[config.mk]
export PLATFORM = sky130hd
export DESIGN_NAME = tmrf_register_file
export DESIGN_NICKNAME = d
export VERILOG_FILES = /design/src/hw/tmrf_register_file.v
export VERILOG_INCLUDE_DIRS = /design/src /design/src/include
export SDC_FILE = /design/constraint.sdc
export NUM_CORES = 1
export LEC_CHECK = 0
export BUFFER_PORTS_ARGS = -buffer_cell sky130_fd_sc_hd__buf_2
export CORE_ASPECT_RATIO = 1.2
export CORE_MARGIN = 8
export CORE_UTILIZATION = 68
export CTS_BUF_LIST = sky130_fd_sc_hd__clkbuf_8
export CTS_CLUSTER_DIAMETER = 200
export DETAILED_ROUTE_END_ITERATION = 8
export PLACE_DENSITY = 0.95
export SLEW_MARGIN = 10
export SYNTH_ARGS = -nofsm -noshare
export SYNTH_HDL_FRONTEND = slang
export SYNTH_SLANG_ARGS = --single-unit
[constraint.sdc]
create_clock -name clk -period 10.35 [get_ports clk]
set_input_delay 1.5525 -clock clk [delete_from_list [all_inputs] [get_ports clk]]
set_output_delay 1.5525 -clock clk [all_outputs]
set_load 0.02 [all_outputs]
[src/include/tmrf_regs.vh]
// register map, field positions, reset values and timing counts of the
// temperature monitor register file; assumes a 100 MHz system clock
`ifndef TMRF_REGS_VH
`define TMRF_REGS_VH

// read addresses
`define TMRF_RD_LOCAL 8'h00
`define TMRF_RD_REMOTE 8'h01
`define TMRF_RD_STATUS_FIRST 8'h02
`define TMRF_RD_CONFIG_FIRST 8'h03
`define TMRF_RD_CONV_PERIOD 8'h04
`define TMRF_RD_LOC_HIGH 8'h05
`define TMRF_RD_LOC_LOW 8'h06
`define TMRF_RD_REM_HIGH 8'h07
`define TMRF_RD_REM_LOW 8'h08
`define TMRF_RD_REM_FRAC 8'h10
// write addresses
`define TMRF_WR_CONFIG_FIRST 8'h09
`define TMRF_WR_CONV_PERIOD 8'h0A
`define TMRF_WR_LOC_HIGH 8'h0B
`define TMRF_WR_LOC_LOW 8'h0C
`define TMRF_WR_REM_HIGH 8'h0D
`define TMRF_WR_REM_LOW 8'h0E
`define TMRF_WR_ONE_SHOT 8'h0F
// shared addresses
`define TMRF_OFS_WHOLE_A 8'h11
`define TMRF_OFS_FRAC_A 8'h12
`define TMRF_STATUS_SECOND 8'h23
`define TMRF_CONFIG_SECOND 8'h24
`define TMRF_OFS_WHOLE_B 8'h34
`define TMRF_OFS_FRAC_B 8'h35

// field positions
`define TMRF_LOCK_BIT 7
`define TMRF_CFG_RANGE_BIT 2
`define TMRF_CFG_REMOTE_SEL_BIT 3
`define TMRF_CFG_STANDBY_BIT 6
`define TMRF_OFS_FRAC_MASK 8'hC0

// reset values
`define TMRF_RST_SELECTOR 8'h00
`define TMRF_RST_CONFIG 8'h00
`define TMRF_RST_CONV 8'h07
`define TMRF_RST_HIGH 8'h55
`define TMRF_RST_LOW 8'h00

// format constants
`define TMRF_OFFSET_BIAS 10'sd64
`define TMRF_BINARY_MAX 10'sd127
`define TMRF_CONV_CONTINUOUS 4'hB
`define TMRF_CONV_SHORTEST 4'hA

// timing: clock rate and conversion period of code 0x0A in microseconds
`define TMRF_CLK_MHZ 100
`define TMRF_SHORTEST_US 15500
`define TMRF_SHORTEST_CYC (`TMRF_SHORTEST_US * `TMRF_CLK_MHZ)
`endif

[src/hw/tmrf_register_file.v]
// register file of a three channel temperature monitor: pointer, config,
// conversion timer, results, limits, offsets and status
// assumes a serial front end on the link clock strobes decoded bytes here
//
// Contract
// - default range reports temperatures as plain unsigned binary, one count per degree.
// - extended range reports offset binary, Celsius value plus sixty-four.
// - binary format reports zero for temperatures below zero.
// - binary format saturates results at 127.
// - every register is eight bits wide.
// - local result stored as eight bits for reads and comparison.
// - each new result stored and compared against its high and low limits.
// - first byte of every write loads the pointer, which has no address.
// - second write byte goes to pointed register; reads return pointed register.
// - pointer is zero after reset, so first read returns local result.
// - first config register read at 0x03, written at 0x09.
// - second config register read and written at 0x24.
// - lock bit seven freezes lockable registers until reset; resets to zero.
// - second config bits six to zero are reserved with no function.
// - conversion period read at 0x04, written at 0x0A.
// - low four bits pick period, 16 s at 0x00 to 15.5 ms at 0x0A.
// - code 0x0B converts continuously with no idle time.
// - both status registers are read only.
// - offset split into signed whole byte and fraction byte per remote channel; local has none.
// - fraction byte uses two top bits for quarter degrees, rest zero.
// - any one-shot write starts one conversion in standby; data discarded.
// - config bit three maps shared remote addresses to first or second remote.
`timescale 1ns/1ps
`include "tmrf_regs.vh"

module tmrf_register_file #(
  parameter SHORTEST_CYC = `TMRF_SHORTEST_CYC
) (
  // clock and reset
  input wire clk,
  input wire rst_n,
  // link, from the serial front end (foreign domain)
  input wire linkClk,
  input wire linkByteStb,
  input wire linkFirst,
  input wire [7:0] linkByte,
  input wire linkReadStb,
  // read answer
  output reg [7:0] readData_r,
  output reg readValid_r,
  // measurement side: signed Celsius samples, remote fractions and status inputs
  input wire [9:0] localTemp,
  input wire [9:0] remoteTempA,
  input wire [9:0] remoteTempB,
  input wire [7:0] remoteFracA,
  input wire [7:0] remoteFracB,
  input wire [7:0] statusFirstIn,
  input wire [7:0] statusSecondIn,
  // conversion control and comparison
  output reg convStart_r,
  output reg [2:0] overHigh_r,
  output reg [2:0] underLow_r,
  output wire locked
);

  // ************************************
  // reset release and input synchronisers
  // ************************************
  reg [1:0] rstSync_r;
  wire rstn = rstSync_r[1];

  // reset release through two flops
  always @(posedge clk or negedge rst_n) begin
    if (!rst_n) rstSync_r <= 2'b00;
    else rstSync_r <= {rstSync_r[0], 1'b1};
  end

  reg [2:0] clkSync_r;
  reg [1:0] stbSync_r, firstSync_r, rdSync_r;
  reg [7:0] byteSync0_r, byteSync1_r;

  // two flops on every link input, third for the clock edge detect
  always @(posedge clk or negedge rstn) begin
    if (!rstn) begin
      clkSync_r <= 3'b000;
      stbSync_r <= 2'b00;
      firstSync_r <= 2'b00;
      rdSync_r <= 2'b00;
      byteSync0_r <= 8'h00;
      byteSync1_r <= 8'h00;
    end else begin
      clkSync_r <= {clkSync_r[1:0], linkClk};
      stbSync_r <= {stbSync_r[0], linkByteStb};
      firstSync_r <= {firstSync_r[0], linkFirst};
      rdSync_r <= {rdSync_r[0], linkReadStb};
      byteSync0_r <= linkByte;
      byteSync1_r <= byteSync0_r;
    end
  end

  // strobes are sampled at the rising link clock edge
  wire linkRise = clkSync_r[1] & ~clkSync_r[2];
  wire byteEvt = linkRise & stbSync_r[1];
  wire ptrEvt = byteEvt & firstSync_r[1];
  wire dataEvt = byteEvt & ~firstSync_r[1];
  wire readEvt = linkRise & rdSync_r[1];

  // ************************************
  // registers
  // ************************************
  reg [7:0] selector_r; // register_selector
  reg [7:0] configFirst_r, convPeriod_r, configSecond_r;
  reg [7:0] locHigh_r, locLow_r;
  reg [7:0] remHigh_r [0:1];
  reg [7:0] remLow_r [0:1];
  reg [7:0] ofsWhole_r [0:1];
  reg [7:0] ofsFrac_r [0:1];
  reg [7:0] locRes_r;
  reg [7:0] remRes_r [0:1];
  reg [7:0] remFracRes_r [0:1];

  assign locked = configSecond_r[`TMRF_LOCK_BIT];
  wire remSel = configFirst_r[`TMRF_CFG_REMOTE_SEL_BIT];
  wire extRange = configFirst_r[`TMRF_CFG_RANGE_BIT];
  wire standby = configFirst_r[`TMRF_CFG_STANDBY_BIT];

  // pointer load from first byte of each write
  always @(posedge clk or negedge rstn) begin
    if (!rstn) selector_r <= `TMRF_RST_SELECTOR;
    else if (ptrEvt) selector_r <= byteSync1_r;
  end

  wire wrEn = dataEvt & ~locked; // locked writes dropped silently
  integer i;

  // host writes at write addresses; read-only and unmapped are ignored
  always @(posedge clk or negedge rstn) begin
    if (!rstn) begin
      configFirst_r <= `TMRF_RST_CONFIG;
      convPeriod_r <= `TMRF_RST_CONV;
      configSecond_r <= `TMRF_RST_CONFIG; // lock clear at reset
      locHigh_r <= `TMRF_RST_HIGH;
      locLow_r <= `TMRF_RST_LOW;
      for (i = 0; i < 2; i = i + 1) begin
        remHigh_r[i] <= `TMRF_RST_HIGH;
        remLow_r[i] <= `TMRF_RST_LOW;
        ofsWhole_r[i] <= 8'h00;
        ofsFrac_r[i] <= 8'h00;
      end
    end else if (wrEn) begin
      if (selector_r == `TMRF_WR_CONFIG_FIRST) begin
        configFirst_r <= byteSync1_r;
      end else if (selector_r == `TMRF_WR_CONV_PERIOD) begin
        convPeriod_r <= byteSync1_r;
      end else if (selector_r == `TMRF_CONFIG_SECOND) begin
        configSecond_r <= {byteSync1_r[`TMRF_LOCK_BIT], 7'h00}; // reserved bits
      end else if (selector_r == `TMRF_WR_LOC_HIGH) begin
        locHigh_r <= byteSync1_r;
      end else if (selector_r == `TMRF_WR_LOC_LOW) begin
        locLow_r <= byteSync1_r;
      end else if (selector_r == `TMRF_WR_REM_HIGH) begin
        remHigh_r[remSel] <= byteSync1_r;
      end else if (selector_r == `TMRF_WR_REM_LOW) begin
        remLow_r[remSel] <= byteSync1_r;
      end else if (selector_r == `TMRF_OFS_WHOLE_A) begin
        ofsWhole_r[0] <= byteSync1_r;
      end else if (selector_r == `TMRF_OFS_FRAC_A) begin
        ofsFrac_r[0] <= byteSync1_r & `TMRF_OFS_FRAC_MASK;
      end else if (selector_r == `TMRF_OFS_WHOLE_B) begin
        ofsWhole_r[1] <= byteSync1_r;
      end else if (selector_r == `TMRF_OFS_FRAC_B) begin
        ofsFrac_r[1] <= byteSync1_r & `TMRF_OFS_FRAC_MASK;
      end
    end
  end

  // ************************************
  // conversion timer
  // ************************************
  // cycles per period: shortest period doubled per code step below 0x0A
  function [31:0] periodCycles;
    input [3:0] code;
    begin
      if (code >= `TMRF_CONV_SHORTEST) periodCycles = SHORTEST_CYC;
      else periodCycles = SHORTEST_CYC << (`TMRF_CONV_SHORTEST - code);
    end
  endfunction

  reg [31:0] convCnt_r;
  wire [3:0] convCode = convPeriod_r[3:0];
  wire oneShot = dataEvt & (selector_r == `TMRF_WR_ONE_SHOT); // data not stored

  // start pulses: timed, continuous, or one shot in standby
  always @(posedge clk or negedge rstn) begin
    if (!rstn) begin
      convCnt_r <= 32'h0000_0000;
      convStart_r <= 1'b0;
    end else if (standby) begin
      convCnt_r <= 32'h0000_0000;
      convStart_r <= oneShot;
    end else if (convCode == `TMRF_CONV_CONTINUOUS || convCode > `TMRF_CONV_CONTINUOUS) begin
      convCnt_r <= 32'h0000_0000;
      convStart_r <= 1'b1; // back to back, no idle
    end else if (convCnt_r + 32'h0000_0001 >= periodCycles(convCode)) begin
      convCnt_r <= 32'h0000_0000;
      convStart_r <= 1'b1;
    end else begin
      convCnt_r <= convCnt_r + 32'h0000_0001;
      convStart_r <= 1'b0;
    end
  end

  // ************************************
  // result formatting and comparison
  // ************************************
  // binary clamps to 0..127, extended adds 64
  function [7:0] formatTemp;
    input [9:0] t;
    input ext;
    reg signed [9:0] v;
    begin
      v = ext ? ($signed(t) + `TMRF_OFFSET_BIAS) : $signed(t);
      if (v < 10'sd0) formatTemp = 8'h00;
      else if (!ext && v > `TMRF_BINARY_MAX) formatTemp = 8'h7F;
      else if (v > 10'sd255) formatTemp = 8'hFF;
      else formatTemp = v[7:0];
    end
  endfunction

  // add whole offset byte, sign extended
  function [9:0] applyOfs;
    input [9:0] t;
    input [7:0] ofs;
    begin
      applyOfs = t + {{2{ofs[7]}}, ofs};
    end
  endfunction

  wire [7:0] locFmt = formatTemp(localTemp, extRange);
  wire [7:0] remFmtA = formatTemp(applyOfs(remoteTempA, ofsWhole_r[0]), extRange);
  wire [7:0] remFmtB = formatTemp(applyOfs(remoteTempB, ofsWhole_r[1]), extRange);

  // latch results and compare on each conversion
  always @(posedge clk or negedge rstn) begin
    if (!rstn) begin
      locRes_r <= 8'h00;
      remRes_r[0] <= 8'h00;
      remRes_r[1] <= 8'h00;
      remFracRes_r[0] <= 8'h00;
      remFracRes_r[1] <= 8'h00;
      overHigh_r <= 3'b000;
      underLow_r <= 3'b000;
    end else if (convStart_r) begin
      locRes_r <= locFmt;
      remRes_r[0] <= remFmtA;
      remRes_r[1] <= remFmtB;
      remFracRes_r[0] <= remoteFracA & `TMRF_OFS_FRAC_MASK;
      remFracRes_r[1] <= remoteFracB & `TMRF_OFS_FRAC_MASK;
      overHigh_r <= {remFmtB > remHigh_r[1], remFmtA > remHigh_r[0], locFmt > locHigh_r};
      underLow_r <= {remFmtB < remLow_r[1], remFmtA < remLow_r[0], locFmt < locLow_r};
    end
  end

  // ************************************
  // read path
  // ************************************
  reg [7:0] rdMux;

  // read decode at read addresses
  always @* begin
    if (selector_r == `TMRF_RD_LOCAL) rdMux = locRes_r;
    else if (selector_r == `TMRF_RD_REMOTE) rdMux = remRes_r[remSel];
    else if (selector_r == `TMRF_RD_STATUS_FIRST) rdMux = statusFirstIn;
    else if (selector_r == `TMRF_RD_CONFIG_FIRST) rdMux = configFirst_r;
    else if (selector_r == `TMRF_RD_CONV_PERIOD) rdMux = convPeriod_r;
    else if (selector_r == `TMRF_RD_LOC_HIGH) rdMux = locHigh_r;
    else if (selector_r == `TMRF_RD_LOC_LOW) rdMux = locLow_r;
    else if (selector_r == `TMRF_RD_REM_HIGH) rdMux = remHigh_r[remSel];
    else if (selector_r == `TMRF_RD_REM_LOW) rdMux = remLow_r[remSel];
    else if (selector_r == `TMRF_RD_REM_FRAC) rdMux = remFracRes_r[remSel];
    else if (selector_r == `TMRF_OFS_WHOLE_A) rdMux = ofsWhole_r[0];
    else if (selector_r == `TMRF_OFS_FRAC_A) rdMux = ofsFrac_r[0];
    else if (selector_r == `TMRF_STATUS_SECOND) rdMux = statusSecondIn;
    else if (selector_r == `TMRF_CONFIG_SECOND) rdMux = configSecond_r;
    else if (selector_r == `TMRF_OFS_WHOLE_B) rdMux = ofsWhole_r[1];
    else if (selector_r == `TMRF_OFS_FRAC_B) rdMux = ofsFrac_r[1];
    else rdMux = 8'h00;
  end

  // read byte held until next read, valid for one cycle
  always @(posedge clk or negedge rstn) begin
    if (!rstn) begin
      readData_r <= 8'h00;
      readValid_r <= 1'b0;
    end else begin
      readValid_r <= readEvt;
      if (readEvt) readData_r <= rdMux;
    end
  end

endmodule // tmrf_register_file

**Word-level counts from Yosys, hierarchy flattened**

Cells that the tools add are included.

- Bits in registers: 196
- Logic and storage cells: 175

- Reduce and logical (&&, ||, !) cells: 18
- Shift-type cells: 1
- Equality and inequality tests: 23
- Magnitude comparators: 20
- Bitwise gates (word level): 21
- Muxes and demuxes: 53
- Add/subtract/negate cells: 7

Operators with widths:

| cell | count |
|---|---|
| $mux 8 | 38 |
| $mux 32 | 6 |
| $eq 8x4->1 const B | 8 |
| $add 32x1->32 const B | 1 |
| $bwmux 16 | 2 |
| $eq 8x3->1 const B | 4 |
| $eq 8x6->1 const B | 4 |
| $ge 32x32->1 | 1 |
| $shl 21x4->32 const A | 1 |
| $add 10x8->10 const B | 3 |
| $gt 10x8->1 const B | 3 |
| $gt 10x9->1 const B | 3 |
| $lt 10x1->1 const B | 3 |
| $mux 10 | 3 |
| $eq 8x5->1 const B | 3 |
| $gt 8x8->1 | 3 |
| $lt 8x8->1 | 3 |
| $add 10x10->10 | 2 |
| $eq 8x2->1 const B | 2 |
| $not 1->1 | 13 |
| $reduce_and 12->1 | 1 |
| $reduce_and 11->1 | 1 |
| $reduce_and 10->1 | 1 |
| $reduce_and 9->1 | 1 |
| 22 further kinds | 33 |

**Depth between registers and ports, before layout**

Gate-level depths: netlist of the first run.

- Depth after elaboration: 17
- Mapped depth: 21
- Gate-level depth less buffers: 21

**Worst setup path before layout of the first run**

No wires, ideal clock.

- Kind: input-to-reg
- Start: in remoteTempA[4]
- End: reg overHigh_r[1]
- Cell stages on the path: 19
- Data arrival time: 5.021 ns
- Setup slack: 5.190 ns
- Required time: 10.211 ns
- Cells stage by stage: ha_1 and2_4 a31oi_1 nand3_1 and3_2 nor2_1 ha_1 xnor3_2 o22ai_4 a21oi_2 ha_1 nor2b_1 o21a_1 o21ai_0 nand2b_1 a21oi_1 o21ai_0 o311ai_0 o21ai_0

- Word-level cells in the longest chain between the ends: 8

Ends and longest elaborated chain:

| element | line | RTL |
|---|---|---|
| start, declared | tmrf_register_file.v:48 | `input wire [9:0] remoteTempA,` |
| $add 10x10->10 * | tmrf_register_file.v:230 | `applyOfs = t + {{2{ofs[7]}}, ofs};` |
| $add 10x8->10 (no source line) | -- |  |
| $mux 10 * | tmrf_register_file.v:217 | `` v = ext ? ($signed(t) + `TMRF_OFFSET_BIAS) : $signed(t); `` |
| $gt 10x9->1 or $gt 10x8->1 (tied branches) | -- |  |
| $mux 8 or $logic_and 1x1->1 (tied branches) | -- |  |
| $mux 8 | tmrf_register_file.v:219 | `` else if (!ext && v > `TMRF_BINARY_MAX) formatTemp = 8'h7F; `` |
| $mux 8 * | tmrf_register_file.v:218 | `if (v < 10'sd0) formatTemp = 8'h00;` |
| via remFmtA[1] | tmrf_register_file.v:235 | `wire [7:0] remFmtA = formatTemp(applyOfs(remoteTempA, ofsWhole_r[0]), extRange);` |
| $gt 8x8->1 * | tmrf_register_file.v:254 | `overHigh_r <= {remFmtB > remHigh_r[1], remFmtA > remHigh_r[0], locFmt > locHigh_r};` |
| end signal, assigned | tmrf_register_file.v:254 |  |
| end, declared | tmrf_register_file.v:56 | `output reg [2:0] overHigh_r,` |

Mark *: on every way through the listed nets, which the timed path passes. The rest lies on a longest branch.
A chain may end at the register's enable or synchronous reset.

**Worst setup path after layout of the first run**

Same ends and word-level chain as after synthesis.

==> metrics, run 1 <==
run status finished, final reports clean; delay of the slowest critical-path stage 0.39 ns; Net Switching 0.6765 mW; Final Cell Area 13370 µm²; min-delay src stbSync_r[0]; die area 22860 µm²; Clk Latency, worst-skew pair 0.50 ns; initial DRC count 1235; Antenna Cells 0; Non-Filler Instances 1557; fill count 1169; CTS clk-pin slew, worst paths 0.11 ns; RR Endpoint overHigh_r[1]; vias per cell 6.737; count of cell types in the netlist 88; worst-margin pin slew 1.028 ns; Hold EP stbSync_r[1]; Slew HR 31.00%; Tcrit/Tclk final 53.52%; critical path class input pin to flop; final WL 34250 µm; Max Freq 0.1805 GHz; NumNets Final 1500; Setup crit end kind flop; R2R Setup Slk 5.56 ns; First-pass DRT Iterations 5; clk_skew 0.01360 ns; cts repair resizes 0; clock group share of total power 26.7%; CP top delay family compound AO/OA/AOI/OAI gates; first-pass GRT wire length 54230 µm; Final Setup Violations 0; placed cell areas 12960 µm²; Mapped Cells 1267; wire per inst 21.99 µm; WP data required 10.69 ns; Post-Syn Area 12420 µm²; RSZ-0062 raised after global routing no; # IOs 93; Hold Crit Class flop to flop; share of cells above drive strength 1 20.71%; root buffer cell clkbuf_8; critical path arrival 5.87 ns; Comb power frac 24.2%; dpl cells 1525; initial antenna violation count 0; max-cap violations 0; worst hold margin 0.3580 ns; Row Count 54; synth warn 0; worst vdd ir 0.00009022 V; Post-synth EDFFs 0; post-synthesis sequential area ratio 39.65%; via count 10490; FF-to-FF path depth 19; Placeable Area 18040 µm²; Area Growth Syn to Fin 7.658%; sw frac 35.56%; DIE HEIGHT 164.0 µm; pre-CTS WS 4.491 ns; Worst path slowest cell xnor3_2; vias in the first global route 10516; total power 1.902 mW; PD cells 142.3 nW/µm²; CTS max path bufs 2; Final Hold Viols 0; estimated wirelength of the detail-placed design 24600 µm; clk sink count 196; P_int 1.226 mW; ys flop type dfrtp_1; starting density of the core 68.84%; CTS tree done; Chip Width 139.4 µm; Num CTS Buffers 17; fin crit period 5.539 ns; Mapped Nets 1447; gr ovfl total 0; Slew Viols, Final 0; type of origin of the critical path input pin; sequential power share 49.2%; synthesized flop and latch total 196; Hold Buf Count CTS 0; setup TNS 0 ns; crit-path cells buf_2 -> ha_1 -> and2_4 -> a31oi_1 -> nand3_1 -> and3_2 -> nor2_1 -> ha_1 -> xnor3_2 -> o22ai_4 -> a21oi_2 -> ha_1 -> nor2b_1 -> o21a_1 -> o21ai_0 -> nand2b_1 -> a21oi_1 -> o21ai_0 -> o311ai_0 -> o21ai_0; final setup margin 4.811 ns; postcts setup bufs 0; final core occ 74.11%; # DRC 0; final RePlAce weighted congestion 0.9927; Buf+Inv Stages, Crit Path 1; Critical Path Fanout Max 7; worst r2r src ofsWhole_r[12]; pin count of the biggest net entering global routing 74; async set-or-reset flop fraction in the synthesized netlist 100.0%; worst hold stages 0; syn avg cell area 9.801 µm²; Port Buffers 80; leakage power 6.202 nW; number of routed nets with antenna violations 0; H-tree depth reported by CTS 4; GRT Total Usage 30.51%
-- flip-flops by register name (all words and copies together) (netlist names), 3 cells and up --
| signal | count |
|---|---|
| convPeriod_r | 8 |
| locRes_r | 8 |
| remHigh_r | 16 |
| overHigh_r | 3 |
| convCnt_r | 32 |
| byteSync0_r | 8 |
| locLow_r | 8 |
| ofsFrac_r | 4 |
| configFirst_r | 8 |
| readData_r | 8 |
| byteSync1_r | 8 |
| selector_r | 8 |
| remLow_r | 16 |
| clkSync_r | 3 |
| locHigh_r | 8 |
| underLow_r | 3 |
| ofsWhole_r | 16 |
| remRes_r | 16 |
| remFracRes_r | 4 |
-- layout make-up --
cell class,count,area [µm²],share of cell area [%]
clock buffers,18,247.7,1.853
clock inverters,14,162.7,1.217
inverters,67,251.5,1.881
multi-input cells,947,7017,52.48
flip-flops and latches,196,4927,36.86
well taps,224,280.3,2.096
repair buffers,91,483.0,3.613
-- worst max path at each step --
| stage | start | endpoint | slack [ns] | cells past startpoint |
|---|---|---|---|---|
| after floorplan | rstSync_r[1] | byteSync0_r[0] | 4.51 | 0 |
| after global placement | remoteTempA[4] | overHigh_r[1] | 4.63 | 20 |
| after detailed placement | remoteTempA[4] | overHigh_r[1] | 4.49 | 20 |
| after CTS | remoteTempA[4] | overHigh_r[1] | 4.93 | 20 |
| after global routing | remoteTempA[4] | overHigh_r[1] | 4.60 | 20 |
| final | remoteTempA[4] | overHigh_r[1] | 4.81 | 20 |
-- kinds of logic (layout without fill, tap and decap cells) --
family / after synthesis / in the layout / share of synthesized area [%]
multiplexers: 125 / 125 / 11.43
XOR/XNOR: 54 / 54 / 4.161
flip-flops: 196 / 196 / 39.65
AO/OA/AOI/OAI: 288 / 288 / 14.89
AND/OR/NAND/NOR: 373 / 373 / 15.17
buffers and inverters: 124 / 190 / 3.909
adder cells (fa/ha/maj): 106 / 106 / 10.76
other: 1 / 1 / 0.03020
-- cells in the final DEF, fill, tap and decap left out, drive strengths merged, types with 32 or more instances in the layout --
| master | count |
|---|---|
| xnor2 | 32 |
| o21ai | 94 |
| a21oi | 75 |
| nand3 | 51 |
| buf | 91 |
| inv | 74 |
| mux2 | 104 |
| nor2 | 74 |
| nand2 | 105 |
| nor2b | 41 |
| dfrtp | 181 |
| ha | 102 |
-- per-layer routing --
metal  track usage, %  share of wire (%)  vias up
li1                 -                  -     4645
met1            33.46                 35     5052
met2            50.98                 48      610
met3            8.055                9.5      183
met4            22.29                7.3        0
met5                0                  0        -
-- power by group through the flow --
stage / Sequential (mW) / Clock (mW) / Combinational (mW)
after CTS: 0.928 / 0.509 / 0.451
after floorplan: 0.930 / 0 / 0.311
after detailed placement: 0.942 / 0 / 0.445
after global routing: 0.945 / 0.537 / 0.502
after global placement: 0.935 / 0 / 0.426
final: 0.936 / 0.507 / 0.460
-- cells in the mapped netlist (5+ instances only) --
| master | count | share of area (%) |
|---|---|---|
| dfrtp_1 | 181 | 36 |
| nand2_1 | 104 | 3.1 |
| mux2_2 | 103 | 9.3 |
| ha_1 | 102 | 10 |
| o21ai_0 | 87 | 3.5 |
| nor2_1 | 73 | 2.2 |
| a21oi_1 | 69 | 2.8 |
| inv_1 | 66 | 2.0 |
| nand3_1 | 51 | 2.1 |
| clkbuf_1 | 50 | 1.5 |
| nor2b_1 | 41 | 2.1 |
| xnor2_1 | 30 | 2.1 |
| nor3_1 | 21 | 0.85 |
| xor2_1 | 20 | 1.4 |
| o22ai_1 | 19 | 0.96 |
| mux2i_1 | 18 | 1.5 |
| dfstp_2 | 15 | 3.2 |
| nand4_1 | 13 | 0.65 |
| a21o_1 | 12 | 0.73 |
| nand2b_1 | 12 | 0.60 |
| o21a_1 | 12 | 0.73 |
| and3_1 | 11 | 0.55 |
| a221oi_1 | 9 | 0.63 |
| a31oi_1 | 8 | 0.40 |
| o211ai_1 | 7 | 0.42 |
| a211oi_1 | 6 | 0.36 |
| a21oi_2 | 6 | 0.42 |
| or3_1 | 6 | 0.30 |
| a22oi_1 | 5 | 0.30 |
| and2_1 | 5 | 0.25 |
| nand3b_1 | 5 | 0.30 |
| o21ai_1 | 5 | 0.20 |
| o311ai_0 | 5 | 0.35 |
-- worst register-to-register path, cell delays in order, from the launching register on --
cell      delay, ns
dfrtp_1        0.42
ha_1           0.36
and2_4         0.20
a31oi_1        0.18
nand3_1        0.16
and3_2         0.27
nor2_1         0.28
ha_1           0.30
xnor3_2        0.39
o22ai_4        0.29
a21oi_2        0.21
ha_1           0.35
nor2b_1        0.14
o21a_1         0.17
o21ai_0        0.15
nand2b_1       0.08
a21oi_1        0.16
o21ai_0        0.09
o311ai_0       0.19
o21ai_0        0.23
(Power assumes the default switching activity.)
==> run 2, diff against run 1 <==
- CORE_UTILIZATION: 68 -> 57
- PLACE_DENSITY: 0.95 -> 0.85
- clock period: 10.35 -> 4.45 ns (I/O delays scaled with it)
==> metrics, run 2 (synthesis results as in run 1) <==
RR Endpoint overHigh_r[2] (was overHigh_r[1]); worst-margin pin slew 0.9385 ns (was 1.028 ns); FF+latch area 4927 µm² (unchanged); run status finished, final reports clean (unchanged); vias in the first global route 10223 (was 10516); gr ovfl total 0 (unchanged); initial antenna violation count 0 (unchanged); CP Capture Point overHigh_r[2] (was overHigh_r[1]); final WL 33730 µm (was 34250 µm); Final Hold Viols 0 (unchanged); initial DRC count 731 (was 1235); type of origin of the critical path flop (was input pin); placed cell areas 13200 µm² (was 12960 µm²); Max Freq 0.2400 GHz; Hold Crit Class input pin to flop (was flop to flop); total power 4.367 mW (was 1.902 mW); PD cells 321.3 nW/µm² (was 142.3 nW/µm²); Antenna Cells 0 (unchanged); Chip Width 150.7 µm (was 139.4 µm); # DRC 0 (unchanged); Num CTS Buffers 17 (unchanged); Final Cell Area 13590 µm² (was 13370 µm²); crit-path cells ha_1 -> fa_1 -> a21oi_2 -> buf_4 -> o2111ai_1 -> a21oi_1 -> xnor2_1 -> nand4_1 -> xnor2_2 -> nor2_1 -> ha_1 -> nor2b_1 -> o21a_1 -> o21ai_0 -> nand2b_1 -> a21oi_1 -> o21ai_0 -> o311ai_0 -> o21ai_0 (was buf_2 -> ha_1 -> and2_4 -> a31oi_1 -> nand3_1 -> and3_2 -> nor2_1 -> ha_1 -> xnor3_2 -> o22ai_4 -> a21oi_2 -> ha_1 -> nor2b_1 -> o21a_1 -> o21ai_0 -> nand2b_1 -> a21oi_1 -> o21ai_0 -> o311ai_0 -> o21ai_0); CP startpoint ofsWhole_r[0] (was remoteTempA[4]); Slew HR 37.20% (was 31.00%); Critical Path Fanout Max 8 (was 7); R2R Setup Slk 0.28 ns (was 5.56 ns); leakage power 6.292 nW (was 6.202 nW); clk_skew 0.01506 ns (was 0.01360 ns); worst vdd ir 0.0002679 V (was 0.00009022 V); RSZ-0062 raised after global routing no (unchanged); fin crit period 4.167 ns; Tcrit/Tclk final 93.63%; H-tree depth reported by CTS 4 (unchanged); Multi-input gate area 7023 µm² (was 7017 µm²); GRT Total Usage 25.64% (was 30.51%); CP dominant cell by count o21ai_0; Area Growth Syn to Fin 9.461% (was 7.658%); via count 10178 (was 10490); NumNets Final 1521 (was 1500); die area 26790 µm² (was 22860 µm²); Largest register FFs 32 (unchanged); Buf+Inv Stages, Crit Path 1 (unchanged); Port Buffers 80 (unchanged); Non-Filler Instances 1628 (was 1557); most common cell after layout, fill and taps aside dfrtp_1 (unchanged); wire per inst 20.72 µm (was 21.99 µm); WP data required 4.81 ns (was 10.69 ns); pin count of the biggest net entering global routing 82 (was 74); Placeable Area 21560 µm² (was 18040 µm²); # IOs 93 (unchanged); final RePlAce weighted congestion 0.9919 (was 0.9927); Worst path depth 19 (was 20); worst r2r src ofsWhole_r[0] (was ofsWhole_r[12]); Worst path slowest cell dfrtp_1 (was xnor3_2); CTS max path bufs 2 (unchanged); root buffer cell clkbuf_8 (unchanged); most frequent cells in the layout dfrtp_1 (180), nand2_1 (104), mux2_2 (103) (unchanged); fill count 1730 (was 1169); dpl cells 1595 (was 1525); FF-to-FF path depth 19 (unchanged); Most flops, register convCnt_r (unchanged); CP top delay family compound AO/OA/AOI/OAI gates (unchanged); max-cap violations 0 (unchanged); clk sink count 196 (unchanged); critical path arrival 4.53 ns (was 5.87 ns); estimated wirelength of the detail-placed design 25600 µm (was 24600 µm); First-pass DRT Iterations 6 (was 5); setup TNS 0 ns (unchanged); number of routed nets with antenna violations 0 (unchanged); first-pass GRT wire length 53130 µm (was 54230 µm); delay of the slowest critical-path stage 0.44 ns (was 0.39 ns); CTS clk-pin slew, worst paths 0.11 ns (about the same); vias per cell 6.252 (was 6.737); Row Count 59 (was 54); Clk Latency, worst-skew pair 0.49 ns (was 0.50 ns); Slew Viols, Final 0 (unchanged); starting density of the core 57.61% (was 68.84%); worst hold margin 0.2707 ns (was 0.3580 ns); DIE HEIGHT 177.7 µm (was 164.0 µm); share of cells above drive strength 1 21.94% (was 20.71%); Setup crit end kind flop (unchanged); CTS tree done (unchanged); Final Setup Violations 0 (unchanged); critical path class flop to flop (was input pin to flop)
[run 2: cell types whose count changed in the layout (fill, tap and decap cells not counted), sizes merged]
cell and delta:
clkinv -3, clkinvlp +3, inv +1, clkbuf -1
buf +20, dlygate4sd3 +1
[run 2: area by class of cell]
cell class	count	area share [%]
sequential	196	36.25
clock inverter	15	1.077
inverter	67	1.850
clock buffer	17	1.721
timing repair buffer	112	4.915
tap	274	2.522
multi-input combinational	947	51.67
[run 2: power by group]
part | total [mW] | internal (mW) | switching (mW)
logic | 1.05 | 0.461 | 0.589
registers | 2.20 | 1.97 | 0.226
clock network | 1.12 | 0.414 | 0.708
total | 4.37 | 2.84 | 1.52
[run 2: timing repair]
item                       4_1_cts  5_1_grt
setup endpoints to repair        0        2
gates resized for setup          0        2
hold endpoints to repair         2        0
hold buffers                     1        0
setup buffers                    0        0
[run 2: how the worst min path moves through the flow]
stage / from / to / slack [ns] / cells past startpoint
after floorplan: rstSync_r[0] / rstSync_r[1] / 0.33 / 0
after global placement: rstSync_r[0] / rstSync_r[1] / 0.33 / 0
after detailed placement: byteSync0_r[1] / byteSync1_r[1] / 0.33 / 0
after CTS: linkReadStb / rdSync_r[0] / 0.25 / 1
after global routing: linkFirst / firstSync_r[0] / 0.24 / 1
final: linkReadStb / rdSync_r[0] / 0.27 / 1
[run 2: through the flow]
| stage | setup slack [ns] | util [%] |
|---|---|---|
| 2_1_floorplan | 0.1748 | - |
| 3_3_place_gp | 0.05070 | 61.22 |
| 3_5_place_dp | -0.07381 | 61.22 |
| 4_1_cts | 0.2673 | 63.03 |
| 5_1_grt | 0.01097 | 63.06 |
| 6_report | 0.2833 | 63.06 |
[run 2: layer usage]
metal,global-route usage (%),vias up,part of all wire (%)
li1,-,4697,-
met1,30.18,4922,39
met2,43.14,437,49
met3,4.872,122,6.2
met4,14.37,0,5.4
met5,0,-,0
==> run 3, diff against run 2 <==
- PLACE_DENSITY: 0.85 -> default
- PLACE_DENSITY_LB_ADDON: default -> 0.2
==> metrics, run 3 (synthesis results as in run 1) <==
Final Setup Violations 0 (unchanged); Buf+Inv Stages, Crit Path 0 (was 1); FF-to-FF path depth 18 (was 19); run status finished, final reports clean (unchanged); pin count of the biggest net entering global routing 97 (was 82); CP dominant cell by count o21ai_0 (unchanged); most frequent cells in the layout dfrtp_1 (178), nand2_1 (104), mux2_2 (103) (was dfrtp_1 (180), nand2_1 (104), mux2_2 (103)); starting density of the core 57.61% (unchanged); CP top delay family compound AO/OA/AOI/OAI gates (unchanged); DIE HEIGHT 177.7 µm (unchanged); share of cells above drive strength 1 22.50% (was 21.94%); Placeable Area 21560 µm² (unchanged); WL met2 17150 µm (was 16630 µm); Port Buffers 80 (unchanged); number of routed nets with antenna violations 0 (unchanged); CTS clk-pin slew, worst paths 0.12 ns (was 0.11 ns); gr ovfl total 0 (unchanged); dpl cells 1601 (was 1595); critical path class flop to flop (unchanged); CTS tree done (unchanged); type of origin of the critical path flop (unchanged); worst vdd ir 0.0002693 V (was 0.0002679 V); initial DRC count 677 (was 731); first-pass GRT wire length 53870 µm (was 53130 µm); final RePlAce weighted congestion 0.9425 (was 0.9919); # DRC 0 (unchanged); initial antenna violation count 0 (unchanged); Final Cell Area 13690 µm² (was 13590 µm²); WL met3 1647 µm (was 2097 µm); H-tree depth reported by CTS 4 (unchanged); worst r2r src ofsWhole_r[8] (was ofsWhole_r[0]); RR Endpoint overHigh_r[1] (was overHigh_r[2]); placed cell areas 13240 µm² (was 13200 µm²); Num CTS Buffers 17 (unchanged); Row Count 59 (unchanged); Non-Filler Instances 1634 (was 1628); CTS max path bufs 2 (unchanged); First-pass DRT Iterations 5 (was 6); root buffer cell clkbuf_8 (unchanged); clk sink count 196 (unchanged); Most flops, register convCnt_r (unchanged); most common cell after layout, fill and taps aside dfrtp_1 (unchanged); WP data required 4.81 ns (about the same); postcts setup bufs 0 (unchanged); wire per inst 20.87 µm (was 20.72 µm); Hold Crit Class input pin to flop (unchanged); Slew HR 33.27% (was 37.20%); Max Freq 0.2446 GHz (was 0.2400 GHz); Slew Viols, Final 0 (unchanged); min-delay src linkByte[4] (was linkReadStb); die area 26790 µm² (unchanged); Hold EP byteSync0_r[4] (was rdSync_r[0]); Setup crit end kind flop (unchanged); fin crit period 4.089 ns (was 4.167 ns); Critical Path Fanout Max 3 (was 8); Largest register FFs 32 (unchanged); PD cells 325.5 nW/µm² (was 321.3 nW/µm²); setup TNS 0 ns (unchanged); highest metal used met4 (unchanged); critical path arrival 4.44 ns (was 4.53 ns); leakage power 6.346 nW (was 6.292 nW); worst hold stages 1 (unchanged); vias in the first global route 10106 (was 10223); Area Growth Syn to Fin 10.28% (was 9.461%); estimated wirelength of the detail-placed design 26030 µm (was 25600 µm); NumNets Final 1527 (was 1521); vias per cell 6.146 (was 6.252); worst-margin pin slew 0.9902 ns (was 0.9385 ns); R2R Setup Slk 0.36 ns (was 0.28 ns); via count 10043 (was 10178); Worst path slowest cell dfrtp_1 (unchanged); GRT Total Usage 26.19% (was 25.64%); delay of the slowest critical-path stage 0.43 ns (was 0.44 ns); M1 WL 13450 µm (was 13190 µm); Antenna Cells 0 (unchanged); clk_skew 0.01562 ns (was 0.01506 ns); Final Hold Viols 0 (unchanged); max-cap violations 0 (unchanged); Tcrit/Tclk final 91.88% (was 93.63%); final core occ 63.53% (was 63.06%); Clk Latency, worst-skew pair 0.49 ns (about the same); final WL 34100 µm (was 33730 µm); # IOs 93 (unchanged); Chip Width 150.7 µm (unchanged); crit-path cells ha_1 -> fa_1 -> a21oi_2 -> o21ba_1 -> a31oi_2 -> or3b_4 -> a2111oi_4 -> xnor2_2 -> a21oi_2 -> ha_1 -> nor2b_1 -> o21a_1 -> o21ai_0 -> nand2b_1 -> a21oi_1 -> o21ai_0 -> o311ai_0 -> o21ai_0 (was ha_1 -> fa_1 -> a21oi_2 -> buf_4 -> o2111ai_1 -> a21oi_1 -> xnor2_1 -> nand4_1 -> xnor2_2 -> nor2_1 -> ha_1 -> nor2b_1 -> o21a_1 -> o21ai_0 -> nand2b_1 -> a21oi_1 -> o21ai_0 -> o311ai_0 -> o21ai_0)
==> run 3: cell count changes in the layout (fill, tap and decap cells not counted), sizes merged <==
cell	delta
buf	+6
clkinv	+4
clkinvlp	-3
inv	-1
==> run 3: power breakdown <==
part           internal, mW  leakage [nW]  total (mW)  switching [mW]
logic                 0.461          3.60        1.06           0.597
registers              1.97          2.54        2.19           0.217
clock network         0.443         0.214        1.21           0.770
==> run 3: what timing repair did <==
item | in CTS | in global routing
hold buffers | 1 | 0
setup endpoints to repair | 0 | 1
hold endpoints to repair | 2 | 0
gates resized for setup | 0 | 3
==> run 3: stage by stage <==
| stage | hold slack [ns] | total power, mW | setup WS [ns] |
|---|---|---|---|
| floorplan | 0.3311 | 2.885 | 0.1748 |
| global placement | 0.3317 | 3.237 | 0.05591 |
| detailed placement | 0.3355 | 3.268 | -0.04732 |
| CTS | 0.2492 | 4.470 | 0.2909 |
| global route | 0.2436 | 4.668 | -0.007014 |
| finish | 0.2724 | 4.458 | 0.3613 |
==> run 3: cell type report <==
type	instances	area [µm²]
Fill cell	1801	7861
Multi-Input combinational cell	947	7024
Sequential cell	196	4930
Timing Repair Buffer	118	713.2
Tap cell	274	342.8
Inverter	67	251.5
Clock buffer	17	234.0
Clock inverter	15	198.9
==> run 3: worst max path at each step <==
stage	cells past startpoint	end	slack, ns	start
after floorplan	19	overHigh_r[1]	0.17	remoteTempA[4]
final	18	overHigh_r[1]	0.36	ofsWhole_r[8]
after global routing	21	overHigh_r[2]	-0.007	ofsWhole_r[0]
after global placement	22	overHigh_r[2]	0.06	remoteTempB[0]
after detailed placement	22	overHigh_r[2]	-0.05	remoteTempB[0]
after CTS	21	overHigh_r[2]	0.29	ofsWhole_r[0]
==> run 3: routing by layer <==
metal	GRT usage, %	up-vias
li1	-	4708
met1	31.18	4922
met2	44.84	323
met3	3.367	90
met4	14.70	0
met5	0	-
==> run 3: worst reg2reg max path, stage by stage (launching register included) <==
cell	delay, ns
dfrtp_1	0.43
ha_1	0.22
fa_1	0.42
a21oi_2	0.17
o21ba_1	0.21
a31oi_2	0.14
or3b_4	0.42
a2111oi_4	0.42
xnor2_2	0.12
a21oi_2	0.17
ha_1	0.27
nor2b_1	0.14
o21a_1	0.15
o21ai_0	0.14
nand2b_1	0.08
a21oi_1	0.15
o21ai_0	0.08
o311ai_0	0.10
o21ai_0	0.13
